`src/irq_vec_cfg.svh`:
```
`ifndef IRQ_VEC_CFG_SVH
`define IRQ_VEC_CFG_SVH
// register byte offsets
`define OFS_CORE_CONTROL   12'h000
`define OFS_IRQ_MASK       12'h004
`define OFS_IRQ_FLAGS      12'h008
`define OFS_PIN_CHANGE_MSK 12'h00C
`define OFS_CORE_STATUS    12'h010
`define OFS_VECTOR         12'h014
// field positions
`define SENSE_LO_BIT       0
`define SENSE_HI_BIT       1
`define SLEEP_DEEP_BIT     2
`define EXT_ENABLE_BIT     6
`define PC_ENABLE_BIT      5
`define EXT_FLAG_BIT       6
`define PC_FLAG_BIT        5
`define GLOBAL_IE_BIT      7
// reset values
`define PIN_CHANGE_MASK_RESET        6'h3F
// vector addresses
`define VEC_RESET          4'h0
`define VEC_EXT            4'h1
`define VEC_PCHG           4'h2
`define VEC_NUM            15
`endif

```
`src/irq_vec_pkg.sv`:
```
package irq_vec_pkg;
   typedef enum logic [1:0]
   {
      SENSE_LOW     = 2'b00,
      SENSE_CHANGE  = 2'b01,
      SENSE_FALLING = 2'b10,
      SENSE_RISING  = 2'b11
   } sense_e;
   // peripheral request lines, bit index plus three equals vector address
   typedef struct packed
   {
      logic serial_overflow_irq;
      logic serial_start_irq;
      logic watchdog_timeout_irq;
      logic timer_a_compare_b_irq;
      logic timer_a_compare_a_irq;
      logic timer_b_compare_b_irq;
      logic converter_irq;
      logic comparator_irq;
      logic nvm_ready_irq;
      logic timer_a_overflow_irq;
      logic timer_b_overflow_irq;
      logic timer_b_compare_a_irq;
   } periph_irq_s;
   // answer to the core fetch unit
   typedef struct packed
   {
      logic       valid;
      logic [3:0] addr;
   } vector_s;
endpackage : irq_vec_pkg

```
`src/irq_vector_ctrl.sv`:
```
// Operation
// [RULE_01] fifteen vectors at consecutive words; address zero is the shared reset vector
// [RULE_02] dedicated external pin interrupt fetches vector 0x0001
// [RULE_03] pin-change interrupt fetches vector 0x0002
// [RULE_04] second timer: compare-A 0x0003, overflow 0x0004, compare-B 0x0009
// [RULE_05] first timer: overflow 0x0005, compare-A 0x000A, compare-B 0x000B
// [RULE_06] nvm 6, comparator 7, converter 8, watchdog C, serial start D, overflow E
// [RULE_07] pin activity raises interrupts even when the pins are outputs
// [RULE_08] pin-change request on any toggle of an unmasked change input
// [RULE_09] pin changes detected without the I/O clock, waking every sleep mode
// [RULE_10] external interrupt triggers on falling edge, rising edge or low level
// [RULE_11] low-level mode keeps requesting while the pin stays low
// [RULE_12] external edges detected on the I/O clock only while it runs
// [RULE_13] low level detected without a clock, waking deep sleep
// [RULE_14] I/O clock stopped in all sleep modes except idle
// [RULE_15] a level wake source holds its level through the full start-up time
// [RULE_16] level gone before start-up ends: wake, but no level interrupt
// [RULE_17] sense field: 00 low, 01 any change, 10 falling, 11 rising
// [RULE_18] external flag set on edge, cleared by vector entry or write-one, clear in level mode
// [RULE_19] pin-change flag set on change, cleared by vector entry or write-one
// [RULE_20] taken only with individual enable and global enable both set
// [RULE_21] lowest pending vector address dispatched first
// [RULE_22] external pin synchronised on the I/O clock before edge compare
`timescale 1ns/100ps
`include "irq_vec_cfg.svh"
`default_nettype none
module irq_vector_ctrl
   import irq_vec_pkg::*;
(
   // clock and reset
   input  wire logic        hclk,
   input  wire logic        hresetn,
   // ahb-lite slave
   input  wire logic        hsel,
   input  wire logic [11:0] haddr,
   input  wire logic [1:0]  htrans,
   input  wire logic        hwrite,
   input  wire logic [2:0]  hsize,
   input  wire logic [31:0] hwdata,
   input  wire logic        hready,
   output logic      [31:0] hrdata,
   output logic             hreadyout,
   output logic             hresp,
   // pins, sampled whatever their direction
   input  wire logic        ext_irq_pin,
   input  wire logic [5:0]  pin_change_inputs,
   // peripheral requests and core handshake
   input  wire periph_irq_s periph_irq,
   input  wire logic        vector_ack,
   input  wire logic        startup_done,
   output vector_s          vector_q,
   output logic             wake_req
);
   //////////////////////////////////////////////////////////////////////////
   // register state
   logic [1:0]  sense_q;
   logic        sleep_deep_q;
   logic        ext_en_q;
   logic        pc_en_q;
   logic        gie_q;
   logic [5:0]  pin_change_mask;
   logic        ext_irq_flag;
   logic        pin_change_flag;
   // ahb address phase capture
   logic        wr_q;
   logic        rd_q;
   logic [11:0] addr_q;

   // zero wait state slave, always okay
   assign hreadyout = 1'b1;
   assign hresp     = 1'b0;

   // address phase is taken when selected and the bus is ready
   always_ff @(posedge hclk or negedge hresetn)
   begin
      if (!hresetn)
      begin
         wr_q   <= 1'b0;
         rd_q   <= 1'b0;
         addr_q <= 12'h000;
      end
      else if (hready)
      begin
         wr_q   <= hsel & htrans[1] & hwrite;
         rd_q   <= hsel & htrans[1] & ~hwrite;
         addr_q <= {haddr[11:2], 2'b00};
      end
   end

   //////////////////////////////////////////////////////////////////////////
   // pin synchronisers; the pin-change path also feeds an asynchronous wake
   logic        ext_s1_q;
   logic        ext_s2_q;
   logic        ext_prev_q;
   logic [5:0]  pc_s1_q;
   logic [5:0]  pc_s2_q;
   logic [5:0]  pc_prev_q;
   logic        io_clk_run;

   // sleep other than idle halts the io clock, modelled as a gate
   assign io_clk_run = ~sleep_deep_q; // RULE_14

   always_ff @(posedge hclk or negedge hresetn)
   begin
      if (!hresetn)
      begin
         ext_s1_q   <= 1'b1;
         ext_s2_q   <= 1'b1;
         ext_prev_q <= 1'b1;
         pc_s1_q    <= 6'h00;
         pc_s2_q    <= 6'h00;
         pc_prev_q  <= 6'h00;
      end
      else
      begin
         ext_s1_q  <= ext_irq_pin; // RULE_22
         ext_s2_q  <= ext_s1_q;
         pc_s1_q   <= pin_change_inputs;
         pc_s2_q   <= pc_s1_q;
         pc_prev_q <= pc_s2_q;
         // frozen edge history while the io clock is stopped
         if (io_clk_run)
            ext_prev_q <= ext_s2_q; // RULE_12
      end
   end

   //////////////////////////////////////////////////////////////////////////
   // event detection
   logic ext_edge;
   logic ext_low;
   logic pc_event;

   // sense decode
   always_comb
   begin
      case (sense_e'(sense_q)) // RULE_17 RULE_10
         SENSE_CHANGE:  ext_edge = io_clk_run & (ext_s2_q ^ ext_prev_q);
         SENSE_FALLING: ext_edge = io_clk_run & ext_prev_q & ~ext_s2_q;
         SENSE_RISING:  ext_edge = io_clk_run & ~ext_prev_q & ext_s2_q;
         default:       ext_edge = 1'b0;
      endcase
   end

   // low level needs no edge history, so it works in deep sleep
   assign ext_low  = (sense_q == SENSE_LOW) & ~ext_s2_q; // RULE_13 RULE_11
   // any unmasked toggle, independent of the io clock gate
   assign pc_event = |((pc_s2_q ^ pc_prev_q) & pin_change_mask); // RULE_08 RULE_09 RULE_07

   // wake from level held until start-up completes, else no interrupt
   logic level_req;
   assign level_req = ext_low & startup_done; // RULE_16
   assign wake_req  = (ext_low & ext_en_q) | (pc_event & pc_en_q);

   //////////////////////////////////////////////////////////////////////////
   // vector selection and dispatch
   logic [14:0] pending;
   logic [3:0]  sel_addr;
   logic        sel_any;
   logic        gated_ext;
   logic        gated_pc;

   assign gated_ext = gie_q & ext_en_q & (ext_irq_flag | level_req); // RULE_20
   assign gated_pc  = gie_q & pc_en_q & pin_change_flag; // RULE_20
   // peripherals sit at addresses 3..14 in struct order
   assign pending = {periph_irq & {12{gie_q}}, gated_pc, gated_ext, 1'b0}; // RULE_04 RULE_05 RULE_06

   // lowest address wins
   function automatic logic [3:0] first_set(input logic [14:0] v);
      logic [3:0] r;
      r = `VEC_RESET;
      for (int i = `VEC_NUM - 1; i >= 1; i--)
         if (v[i])
            r = 4'(i);
      return r;
   endfunction : first_set

   assign sel_addr = first_set(pending); // RULE_21
   assign sel_any  = |pending;

   // vector held until the core acknowledges; reset shows address zero
   always_ff @(posedge hclk or negedge hresetn)
   begin
      if (!hresetn)
         vector_q <= '{valid: 1'b0, addr: `VEC_RESET}; // RULE_01
      else if (vector_q.valid && vector_ack)
         vector_q.valid <= 1'b0;
      else if (!vector_q.valid && sel_any)
         vector_q <= '{valid: 1'b1, addr: sel_addr}; // RULE_02 RULE_03
   end

   logic take_ext;
   logic take_pc;
   assign take_ext = vector_q.valid & vector_ack & (vector_q.addr == `VEC_EXT);
   assign take_pc  = vector_q.valid & vector_ack & (vector_q.addr == `VEC_PCHG);

   //////////////////////////////////////////////////////////////////////////
   // flags; a new event wins over a clear in the same cycle
   logic wr_flags;
   assign wr_flags = wr_q & (addr_q == `OFS_IRQ_FLAGS);

   always_ff @(posedge hclk or negedge hresetn)
   begin
      if (!hresetn)
         ext_irq_flag <= 1'b0;
      else if (sense_q == SENSE_LOW)
         ext_irq_flag <= 1'b0; // RULE_18
      else if (ext_edge)
         ext_irq_flag <= 1'b1; // RULE_18
      else if (take_ext || (wr_flags && hwdata[`EXT_FLAG_BIT]))
         ext_irq_flag <= 1'b0; // RULE_18
   end

   always_ff @(posedge hclk or negedge hresetn)
   begin
      if (!hresetn)
         pin_change_flag <= 1'b0;
      else if (pc_event)
         pin_change_flag <= 1'b1; // RULE_19
      else if (take_pc || (wr_flags && hwdata[`PC_FLAG_BIT]))
         pin_change_flag <= 1'b0; // RULE_19
   end

   //////////////////////////////////////////////////////////////////////////
   // control registers
   always_ff @(posedge hclk or negedge hresetn)
   begin
      if (!hresetn)
      begin
         sense_q         <= 2'b00;
         sleep_deep_q    <= 1'b0;
         ext_en_q        <= 1'b0;
         pc_en_q         <= 1'b0;
         gie_q           <= 1'b0;
         pin_change_mask <= `PIN_CHANGE_MASK_RESET;
      end
      else if (wr_q)
      begin
         case (addr_q)
            `OFS_CORE_CONTROL:
            begin
               sense_q      <= hwdata[`SENSE_HI_BIT:`SENSE_LO_BIT];
               sleep_deep_q <= hwdata[`SLEEP_DEEP_BIT];
            end
            `OFS_IRQ_MASK:
            begin
               ext_en_q <= hwdata[`EXT_ENABLE_BIT];
               pc_en_q  <= hwdata[`PC_ENABLE_BIT];
            end
            `OFS_PIN_CHANGE_MSK: pin_change_mask <= hwdata[5:0];
            `OFS_CORE_STATUS:    gie_q           <= hwdata[`GLOBAL_IE_BIT];
            default:             ;
         endcase
      end
   end

   // read mux; unmapped reads zero
   always_comb
   begin
      hrdata = 32'h0000_0000;
      if (rd_q)
      begin
         case (addr_q)
            `OFS_CORE_CONTROL:
            begin
               hrdata[`SENSE_HI_BIT:`SENSE_LO_BIT] = sense_q;
               hrdata[`SLEEP_DEEP_BIT]             = sleep_deep_q;
            end
            `OFS_IRQ_MASK:
            begin
               hrdata[`EXT_ENABLE_BIT] = ext_en_q;
               hrdata[`PC_ENABLE_BIT]  = pc_en_q;
            end
            `OFS_IRQ_FLAGS:
            begin
               hrdata[`EXT_FLAG_BIT] = ext_irq_flag;
               hrdata[`PC_FLAG_BIT]  = pin_change_flag;
            end
            `OFS_PIN_CHANGE_MSK: hrdata[5:0] = pin_change_mask;
            `OFS_CORE_STATUS:    hrdata[`GLOBAL_IE_BIT] = gie_q;
            `OFS_VECTOR:         hrdata[4:0] = {vector_q.valid, vector_q.addr};
            default:             hrdata = 32'h0000_0000;
         endcase
      end
   end
endmodule : irq_vector_ctrl
`default_nettype wire

```
`config.mk`:
```
export PLATFORM = sky130hd
export DESIGN_NAME = irq_vector_ctrl
export DESIGN_NICKNAME = d
export VERILOG_FILES = /design/src/irq_vec_pkg.sv /design/src/irq_vector_ctrl.sv
export VERILOG_INCLUDE_DIRS = /design/src
export SDC_FILE = /design/constraint.sdc
export NUM_CORES = 1
export LEC_CHECK = 0
export ABC_AREA = 1
export ABC_CLOCK_PERIOD_IN_PS = 3120
export BUFFER_PORTS_ARGS = -buffer_cell sky130_fd_sc_hd__buf_2
export CORE_ASPECT_RATIO = 0.6
export CORE_MARGIN = 3
export CORE_UTILIZATION = 51
export CTS_CLUSTER_SIZE = 25
export DETAILED_ROUTE_END_ITERATION = 12
export PLACE_DENSITY = 0.82
export SLEW_MARGIN = 20
export SYNTH_ARGS = -nofsm -noshare
export SYNTH_HDL_FRONTEND = slang
export SYNTH_SLANG_ARGS = --single-unit
```
`constraint.sdc`:
```
create_clock -name hclk -period 3.12 [get_ports hclk]
set_input_delay 0.156 -clock hclk [delete_from_list [all_inputs] [get_ports hclk]]
set_output_delay 0.156 -clock hclk [all_outputs]
set_load 0.02 [all_outputs]
```
==> impl_results.md, run 1 <==
* Run status: complete, no violations
* Maximum clock frequency at around 0.43 GHz
* Crit Reg-Reg Endpoint: vector_q[2]$_DFFE_PN0P_
* Worst path required time at just under 3 ns
* Nets@finish at 436
* GRT Residual Overflow at 0
* Utilization after layout at approximately 65%
* Final cell count without fillers at 425
* Global-route wire length before repair at 8710 um
* H-tree level count at 2
* Area share of the largest cell type after synthesis at 42.2%
* Post-Route Setup TNS at 0 ns
* Least-Margin Pin Slew at approximately 0.77 ns
* Cell count after synthesis at 292
* Via count of the first global-routing pass at about 1,900
* Layout-stage area growth over the synthesis result at 19.4%
* Count of input and output buffers at 58
* Max-capacitance violation count at 0
* Final setup skew at 0.00667 ns
* Peak fanout along the critical path at 6
* Most common library cell in the layout ignoring fill and taps: sky130_fd_sc_hd__nand2_1
* Number of antenna violations at the first check in global routing at 0
* Worst slew margin relative to its limit at 48.8%
* Reg2Reg Launch Point: gie_q$_DFFE_PN0P_
* DRC Markers at 0
* Clock sink count at 52
* Critical path class: reg -> out
* Total number of yosys warnings at 0
* Combined global-route utilization of all metal layers at 19.1%
* Summed instance area of the synthesized netlist at around 0.0025 mm^2
* Share of synthesized area occupied by flip-flops and latches at 51.5%
* TritonCTS clock tree: yes
* Final setup violation count at 0
* Gp weighted congestion at 0.893
* Floorplan core area at 0.00468 mm^2
* Unrepaired setup endpoints after global routing: no
* Highest ir drop seen on vdd at 0.349 mV
* Synthesized area divided by synthesized cell count at 8.72 um^2
* Overall via count from detail_route at 2,074
* Number of optimization iterations in the first detailed-route pass at 4
* Count of pins on the block boundary at about 120
* Leak Pwr at 1.57 nW
* Worst reg2reg path depth at 6
* Main area contributors after synthesis: sky130_fd_sc_hd__dfrtp_1 (42%), sky130_fd_sc_hd__nand2_1 (12%), sky130_fd_sc_hd__dfstp_2 (9.3%)
* Startpoint of the lowest-slack hold path: vector_ack
* Number of design-rule violations left by the first detailed-router iteration at between 100 and 150
* CTS hold repair buffers at 8
* Cell count of the worst hold path at 2
* Placed wire-length estimate after detailed placement at 4150 um
* Post-layout min period at 2.30 ns
* Terminating pin of the worst hold path: vector_q[4]$_DFFE_PN0P_
* Register bit total from synthesis at 52
* Post-synthesis cell type count at 27
* Post-route standard cell area excluding fillers at 0.00304 mm^2
* # rows at 19
* Final hold violations at 0
* Height of the die at 60.7 um
* Die Outline Area at around 0.0059 mm^2
* Wirelength, routed at around 5400 um
* Clock input transition at the sequential cells of the worst setup and hold paths at 0.09 ns
* Count of nets left with antenna violations after detail routing at 0
* Maximum root-to-sink buffer count at 2
* Pwr per Cell Area at 548 mW/mm^2
* PnR Total Power at 1.67 mW
* Final worst-path cycle share at 73.7%
* Resized cells post-CTS at 0
* CTS Buf Count at 5
* Number of cells in the design after placement at 409
* Worst endpoint data arrival time at 2.14 ns
* Critical path endpoint category: output pin
* Critical path launch point type: flip-flop
* Clock latency on the worst-skew pair at 0.31 ns
* Detail-routed via count per cell at 4.88
* Area leader, netlist: sky130_fd_sc_hd__dfrtp_1
* Max-slew violations at 0
* Count of antenna diodes in the layout at 0
* Commonest non-fill, non-tap cells in the layout: sky130_fd_sc_hd__nand2_1 (79), sky130_fd_sc_hd__buf_2 (58), sky130_fd_sc_hd__dfrtp_1 (43)
* Register-to-register setup slack at 1.41 ns
* Starting utilization of the core area at 54.4%
* Type of the tightest min-delay check: in -> reg
* Root Buffer Master: sky130_fd_sc_hd__clkbuf_8
* Share of layout cells above drive strength 1 at 25.4%
* Placed inst area at roughly 0.0028 mm^2
* Average wire per cell in the routed design at about 13 um
* Die W at 97.2 um
* Post-CTS Setup Bufs at 0
* Pin count of the biggest net entering global routing at 36
==> state kept, by name, indices dropped and copies added (netlist names), 2 cells and up <==
register / flops
pc_prev_q: 6
addr_q: 10
pc_s2_q: 6
sense_q: 2
vector_q: 5
pin_change_mask: 6
pc_s1_q: 6
==> cell usage after synthesis <==
cell                        n
sky130_fd_sc_hd__nand2_1   79
sky130_fd_sc_hd__dfrtp_1   43
sky130_fd_sc_hd__o21ai_0   30
sky130_fd_sc_hd__inv_1     28
sky130_fd_sc_hd__buf_4     27
sky130_fd_sc_hd__nor2_1    22
sky130_fd_sc_hd__a21oi_1   10
sky130_fd_sc_hd__dfstp_2    9
sky130_fd_sc_hd__nand3_1    9
sky130_fd_sc_hd__mux2_2     5
sky130_fd_sc_hd__mux2_4     5
sky130_fd_sc_hd__nor3_1     4
sky130_fd_sc_hd__clkbuf_1   2
sky130_fd_sc_hd__conb_1     2
sky130_fd_sc_hd__nand4_1    2
sky130_fd_sc_hd__o221ai_1   2
sky130_fd_sc_hd__o22ai_1    2
sky130_fd_sc_hd__o31ai_1    2
sky130_fd_sc_hd__a31o_2     1
sky130_fd_sc_hd__a31oi_1    1
sky130_fd_sc_hd__nand2_4    1
sky130_fd_sc_hd__nand3_2    1
sky130_fd_sc_hd__nor2_2     1
sky130_fd_sc_hd__nor3_4     1
sky130_fd_sc_hd__nor4_1     1
sky130_fd_sc_hd__o211ai_1   1
sky130_fd_sc_hd__or2_2      1
==> power by group <==
group / internal (mW) / switching [mW]
registers: 0.742 / 0.0534
logic: 0.0913 / 0.160
clock network: 0.401 / 0.220
total: 1.23 / 0.433
==> metal layers <==
metal / up-vias / track usage (%) / wire length [um]
met2: 82 / 28.6 / 2320
met5: - / 0 / 0
li1: 1031 / - / -
met4: 0 / 5.92 / 25
met1: 959 / 27.3 / 2610
met3: 2 / 5.63 / 467
==> metrics by stage <==
stage                     hold slack, ns  setup WS [ns]
after global placement             0.263           1.28
after floorplan                   -0.140           1.48
after CTS                         0.0261          0.848
final                             0.0314          0.819
after global routing              0.0203          0.635
after detailed placement           0.263           1.23
==> worst max-delay path by stage <==
stage | from | endpoint | slack, ns | cells after the start
2_1_floorplan | addr_q[8]$_DFFE_PN0P_ | hrdata[1] | 1.48 | 9
3_3_place_gp | addr_q[8]$_DFFE_PN0P_ | hrdata[2] | 1.28 | 8
3_5_place_dp | addr_q[8]$_DFFE_PN0P_ | hrdata[2] | 1.23 | 8
4_1_cts | addr_q[8]$_DFFE_PN0P_ | hrdata[2] | 0.85 | 8
5_1_grt | addr_q[9]$_DFFE_PN0P_ | hrdata[0] | 0.63 | 8
6_report | addr_q[7]$_DFFE_PN0P_ | hrdata[0] | 0.82 | 8
==> area by class of cell <==
| cell class | instances | area (um^2) |
|---|---|---|
| fill | 403 | 1640 |
| sequential | 52 | 1310 |
| multi-input combinational | 207 | 1010 |
| timing repair buffer | 67 | 378 |
| inverter | 28 | 105 |
| clock inverter | 3 | 90.1 |
| tap | 63 | 78.8 |
| clock buffer | 5 | 68.8 |
==> worst max-delay path, stage by stage (launching register included) <==
cell,delay [ns]
sky130_fd_sc_hd__dfrtp_1,0.37
sky130_fd_sc_hd__inv_1,0.08
sky130_fd_sc_hd__nand4_1,0.20
sky130_fd_sc_hd__nor2_1,0.18
sky130_fd_sc_hd__nand2_1,0.09
sky130_fd_sc_hd__nor2_1,0.37
sky130_fd_sc_hd__o31ai_1,0.21
sky130_fd_sc_hd__nor2_1,0.17
sky130_fd_sc_hd__buf_2,0.19
==> cell families after synthesis <==
group                  Yosys count  synth area share, %
AO/OA/AOI/OAI                   49                 10.5
buffers and inverters           57                 12.4
flip-flops                      52                 51.5
multiplexers                    10                 5.16
other                            2                0.295
AND/OR/NAND/NOR                122                 20.1
Note: power is estimated with default switching activity, not from simulation.
==> run 2, diff against run 1 <==
Settings changed: ABC_AREA 1 to 0, ABC_CLOCK_PERIOD_IN_PS 3120 to 1900, CORE_UTILIZATION 51 to 43, PLACE_DENSITY 0.82 to 0.73.
Clock period 3.12 ns to 1.9 ns, I/O delays scaled along.
==> run 2 against run 1 <==
  * The run now ends with setup timing left
  * Total power increased by 41%
  * Sequential share of layout area decreased by 3.2 points
  * Critical path depth decreased by 2
  * Sequential power increased by 61%
  * Hold slack got worse by 0.019 ns
  * Clock power decreased by 2%
  * Design area increased by 7.9%
==> impl_results.md, run 2 <==
* # rows at 21
* TritonCTS clock tree: yes
* Number of antenna violations at the first check in global routing at 0
* Unrepaired setup endpoints after global routing: yes
* Most common library cell in the layout ignoring fill and taps: sky130_fd_sc_hd__buf_2
* Critical path endpoint category: output pin
* Average wire per cell in the routed design at 14.5 um
* Critical path launch point type: flip-flop
* Share of synthesized area occupied by flip-flops and latches at 50.5%
* Wirelength, routed at roughly 5700 um
* Combined global-route utilization of all metal layers at 16.5%
* Most common cell in the netlist: sky130_fd_sc_hd__dfrtp_1
* Count of antenna diodes in the layout at 0
* Gp weighted congestion at 0.821
* Nets@finish at ~390
* Worst reg2reg path depth at 5
* Floorplan core area at approximately 0.0057 mm^2
* Global-route wire length before repair at just over 9000 um
* H-tree level count at 2
* Top cells by instance count after synthesis: sky130_fd_sc_hd__dfrtp_1 (43), sky130_fd_sc_hd__buf_4 (26), sky130_fd_sc_hd__mux2_2 (24), sky130_fd_sc_hd__a21oi_1 (14)
* Area leader, netlist: sky130_fd_sc_hd__dfrtp_1
* EDFF count, synth at 0
* Highest ir drop seen on vdd at a little under 0.5 mV
* Critical path class: reg -> out
* Share of layout cells above drive strength 1 at 44.1%
* Placed wire-length estimate after detailed placement at 4220 um
* Final worst-path cycle share at 115%
* Die W at 106 um
* Total number of yosys warnings at 0
* Clock latency on the worst-skew pair at 0.31 ns
* Peak fanout along the critical path at 4
* Height of the die at 66.2 um
* Least-Margin Pin Slew at 0.571 ns
* Pwr per Cell Area at 717 mW/mm^2
* Via count of the first global-routing pass at between 1,500 and 2,000
* Number of design-rule violations left by the first detailed-router iteration at 80
* Overall via count from detail_route at 2,014
* Clock input transition at the sequential cells of the worst setup and hold paths at 0.09 ns
* Reg2Reg Launch Point: addr_q[10]$_DFFE_PN0P_
* Root Buffer Master: sky130_fd_sc_hd__clkbuf_8
* Max-slew violations at 0
* DRC Markers at 0
* Start point of the critical path: addr_q[10]$_DFFE_PN0P_
* Count of input and output buffers at 58
* Crit Reg-Reg Endpoint: pc_en_q$_DFFE_PN0P_
* Layout-stage area growth over the synthesis result at 26.3%
* Commonest non-fill, non-tap cells in the layout: sky130_fd_sc_hd__buf_2 (50), sky130_fd_sc_hd__dfrtp_1 (43), sky130_fd_sc_hd__conb_1 (26)
* Cell count after synthesis at ~230
* Count of pins on the block boundary at around 120
* Detail-routed via count per cell at just over 5
* Highest-delay cell along the critical path: sky130_fd_sc_hd__or4_4
* GRT Residual Overflow at 0
* Utilization after layout at around 58%
* Final setup skew at between 0.008 and 0.009 ns
* Cell Chain, Critical Path: or4_4, nor3_4, buf_6, a32oi_1, a21oi_2, buf_4
* Summed instance area of the synthesized netlist at 0.00260 mm^2
* Area share of the largest cell type after synthesis at 41.4%
* Final setup violation count at 11
* Max-capacitance violation count at 0
* Cell count of the worst hold path at 2
* Termination of the worst setup path: hrdata[1]
* Setup ws final at -0.277 ns
* Type of the tightest min-delay check: in -> reg
* Leak Pwr at between 1 and 1.5 nW
* Register-to-register setup slack at -0.05 ns
* Top reg by flops: addr_q
* Async set-reset flop share out of synthesis at 100%
* Worst slew margin relative to its limit at 62.0%
* Pin count of the biggest net entering global routing at 30
* Maximum clock frequency at 0.459 GHz
* Post-layout min period at 2.18 ns
* Count of nets left with antenna violations after detail routing at 0
* Post-synthesis cell type count at 51
* Number of optimization iterations in the first detailed-route pass at 4
* Die Outline Area at 0.00705 mm^2
* CTS Buf Count at 5
* Final hold slack at 0.0125 ns
* Register bit total from synthesis at between 50 and 60
* Clock sink count at 52
* Filler cell count at 502
* Violations in the final reports: setup timing
* Starting utilization of the core area at 45.6%
* Worst path required time at 1.80 ns
* Max incr delay on CP at between 0.5 and 0.6 ns
* Synthesized area divided by synthesized cell count at 11.3 um^2
* Flip-flop count of the largest register, all copies and words added at 10
* Main area contributors after synthesis: sky130_fd_sc_hd__dfrtp_1 (41%), sky130_fd_sc_hd__mux2_2 (10%), sky130_fd_sc_hd__dfstp_2 (9.1%)
* Run status: complete, but fails checks
* Most used flip-flop cell after synthesis: sky130_fd_sc_hd__dfrtp_1
* Worst endpoint data arrival time at 2.08 ns
* Maximum root-to-sink buffer count at 2
* Final hold violations at 0
[run 2: changes by cell type after synthesis, moves of 4 or more]
cell / delta
sky130_fd_sc_hd__nand2_1: -69
sky130_fd_sc_hd__o21ai_0: -27
sky130_fd_sc_hd__inv_1: -20
sky130_fd_sc_hd__mux2_2: +19
sky130_fd_sc_hd__nor2_1: -12
sky130_fd_sc_hd__xor2_1: +7
sky130_fd_sc_hd__clkbuf_1: +6
sky130_fd_sc_hd__nand4_1: +6
sky130_fd_sc_hd__a22oi_1: +5
sky130_fd_sc_hd__mux2_4: -5
sky130_fd_sc_hd__nand3_1: -5
sky130_fd_sc_hd__a21oi_1: +4
sky130_fd_sc_hd__a32oi_1: +4
[run 2: logic make-up (layout without fill, tap and decap cells)]
logic type	after synthesis	after routing	share of synthesized area [%]
and+or+nand+nor	55	55	13.1
DFF	52	52	50.5
AOI/OAI and AO/OA	48	48	13.2
buffers and inverters	42	100	9.82
muxes	24	24	10.4
xor gates and xnor gates	8	8	2.70
other	2	26	0.289
[run 2: metal layers]
| layer | up-vias | GRT usage (%) | share of wire, % |
|---|---|---|---|
| li1 | 957 | - | - |
| met4 | 0 | 4.36 | 0.89 |
| met5 | - | 0 | 0 |
| met3 | 7 | 3.80 | 6.3 |
| met2 | 63 | 25.3 | 47 |
| met1 | 987 | 23.4 | 46 |
[run 2: layout make-up]
| type | count | area (um^2) | area share, % |
|---|---|---|---|
| Multi-Input combinational cell | 161 | 1180 | 36.0 |
| Clock inverter | 3 | 18.8 | 0.571 |
| Tap cell | 80 | 100 | 3.05 |
| Sequential cell | 52 | 1310 | 40.0 |
| Inverter | 8 | 30.0 | 0.914 |
| Clock buffer | 5 | 68.8 | 2.10 |
| Timing Repair Buffer | 84 | 571 | 17.4 |
[run 2: where the power goes]
part           leakage, nW  switching (mW)  internal, mW
Combinational        0.825           0.264         0.202
Clock               0.0479           0.351         0.257
Sequential           0.602          0.0774          1.20
[run 2: worst max-delay path: cells and delay by family, from the launching register on]
kind / cells / cell delay [ns]
AND/OR/NAND/NOR: 2 / 0.81
flip-flops: 1 / 0.39
buffers and inverters: 2 / 0.30
AO/OA/AOI/OAI: 2 / 0.28
[run 2: worst min path at each step]
| stage | start | to | slack, ns |
|---|---|---|---|
| 6_report | haddr[9] | addr_q[9]$_DFFE_PN0P_ | 0.01 |
| 5_1_grt | haddr[10] | addr_q[10]$_DFFE_PN0P_ | 0.0007 |
| 4_1_cts | haddr[11] | addr_q[11]$_DFFE_PN0P_ | 0.003 |
| 3_5_place_dp | hresetn | addr_q[10]$_DFFE_PN0P_ | 0.12 |
| 3_3_place_gp | hresetn | addr_q[11]$_DFFE_PN0P_ | 0.11 |
| 2_1_floorplan | hresetn | addr_q[10]$_DFFE_PN0P_ | -0.20 |
[run 2: stage by stage]
| step | setup slack [ns] | TNS, ns | total power [mW] | instances | cell area (um^2) |
|---|---|---|---|---|---|
| 2_1_floorplan | -0.00219 | -0.00439 | 1.58 | 255 | 2690 |
| 3_3_place_gp | -0.0264 | -0.0636 | 1.73 | 372 | 2970 |
| 3_5_place_dp | -0.0249 | -0.0481 | 1.74 | 372 | 2970 |
| 4_1_cts | -0.281 | -1.83 | 2.37 | 390 | 3200 |
| 5_1_grt | -0.381 | -3.24 | 2.49 | 393 | 3280 |
| 6_report | -0.277 | -1.89 | 2.35 | 393 | 3280 |
[run 2: timing repair]
action,4_1_cts,5_1_grt
setup endpoints to repair,12,19
setup buffers,1,4
hold endpoints to repair,30,0
gates resized for setup,13,18
pin swaps,12,7
hold buffers,9,0
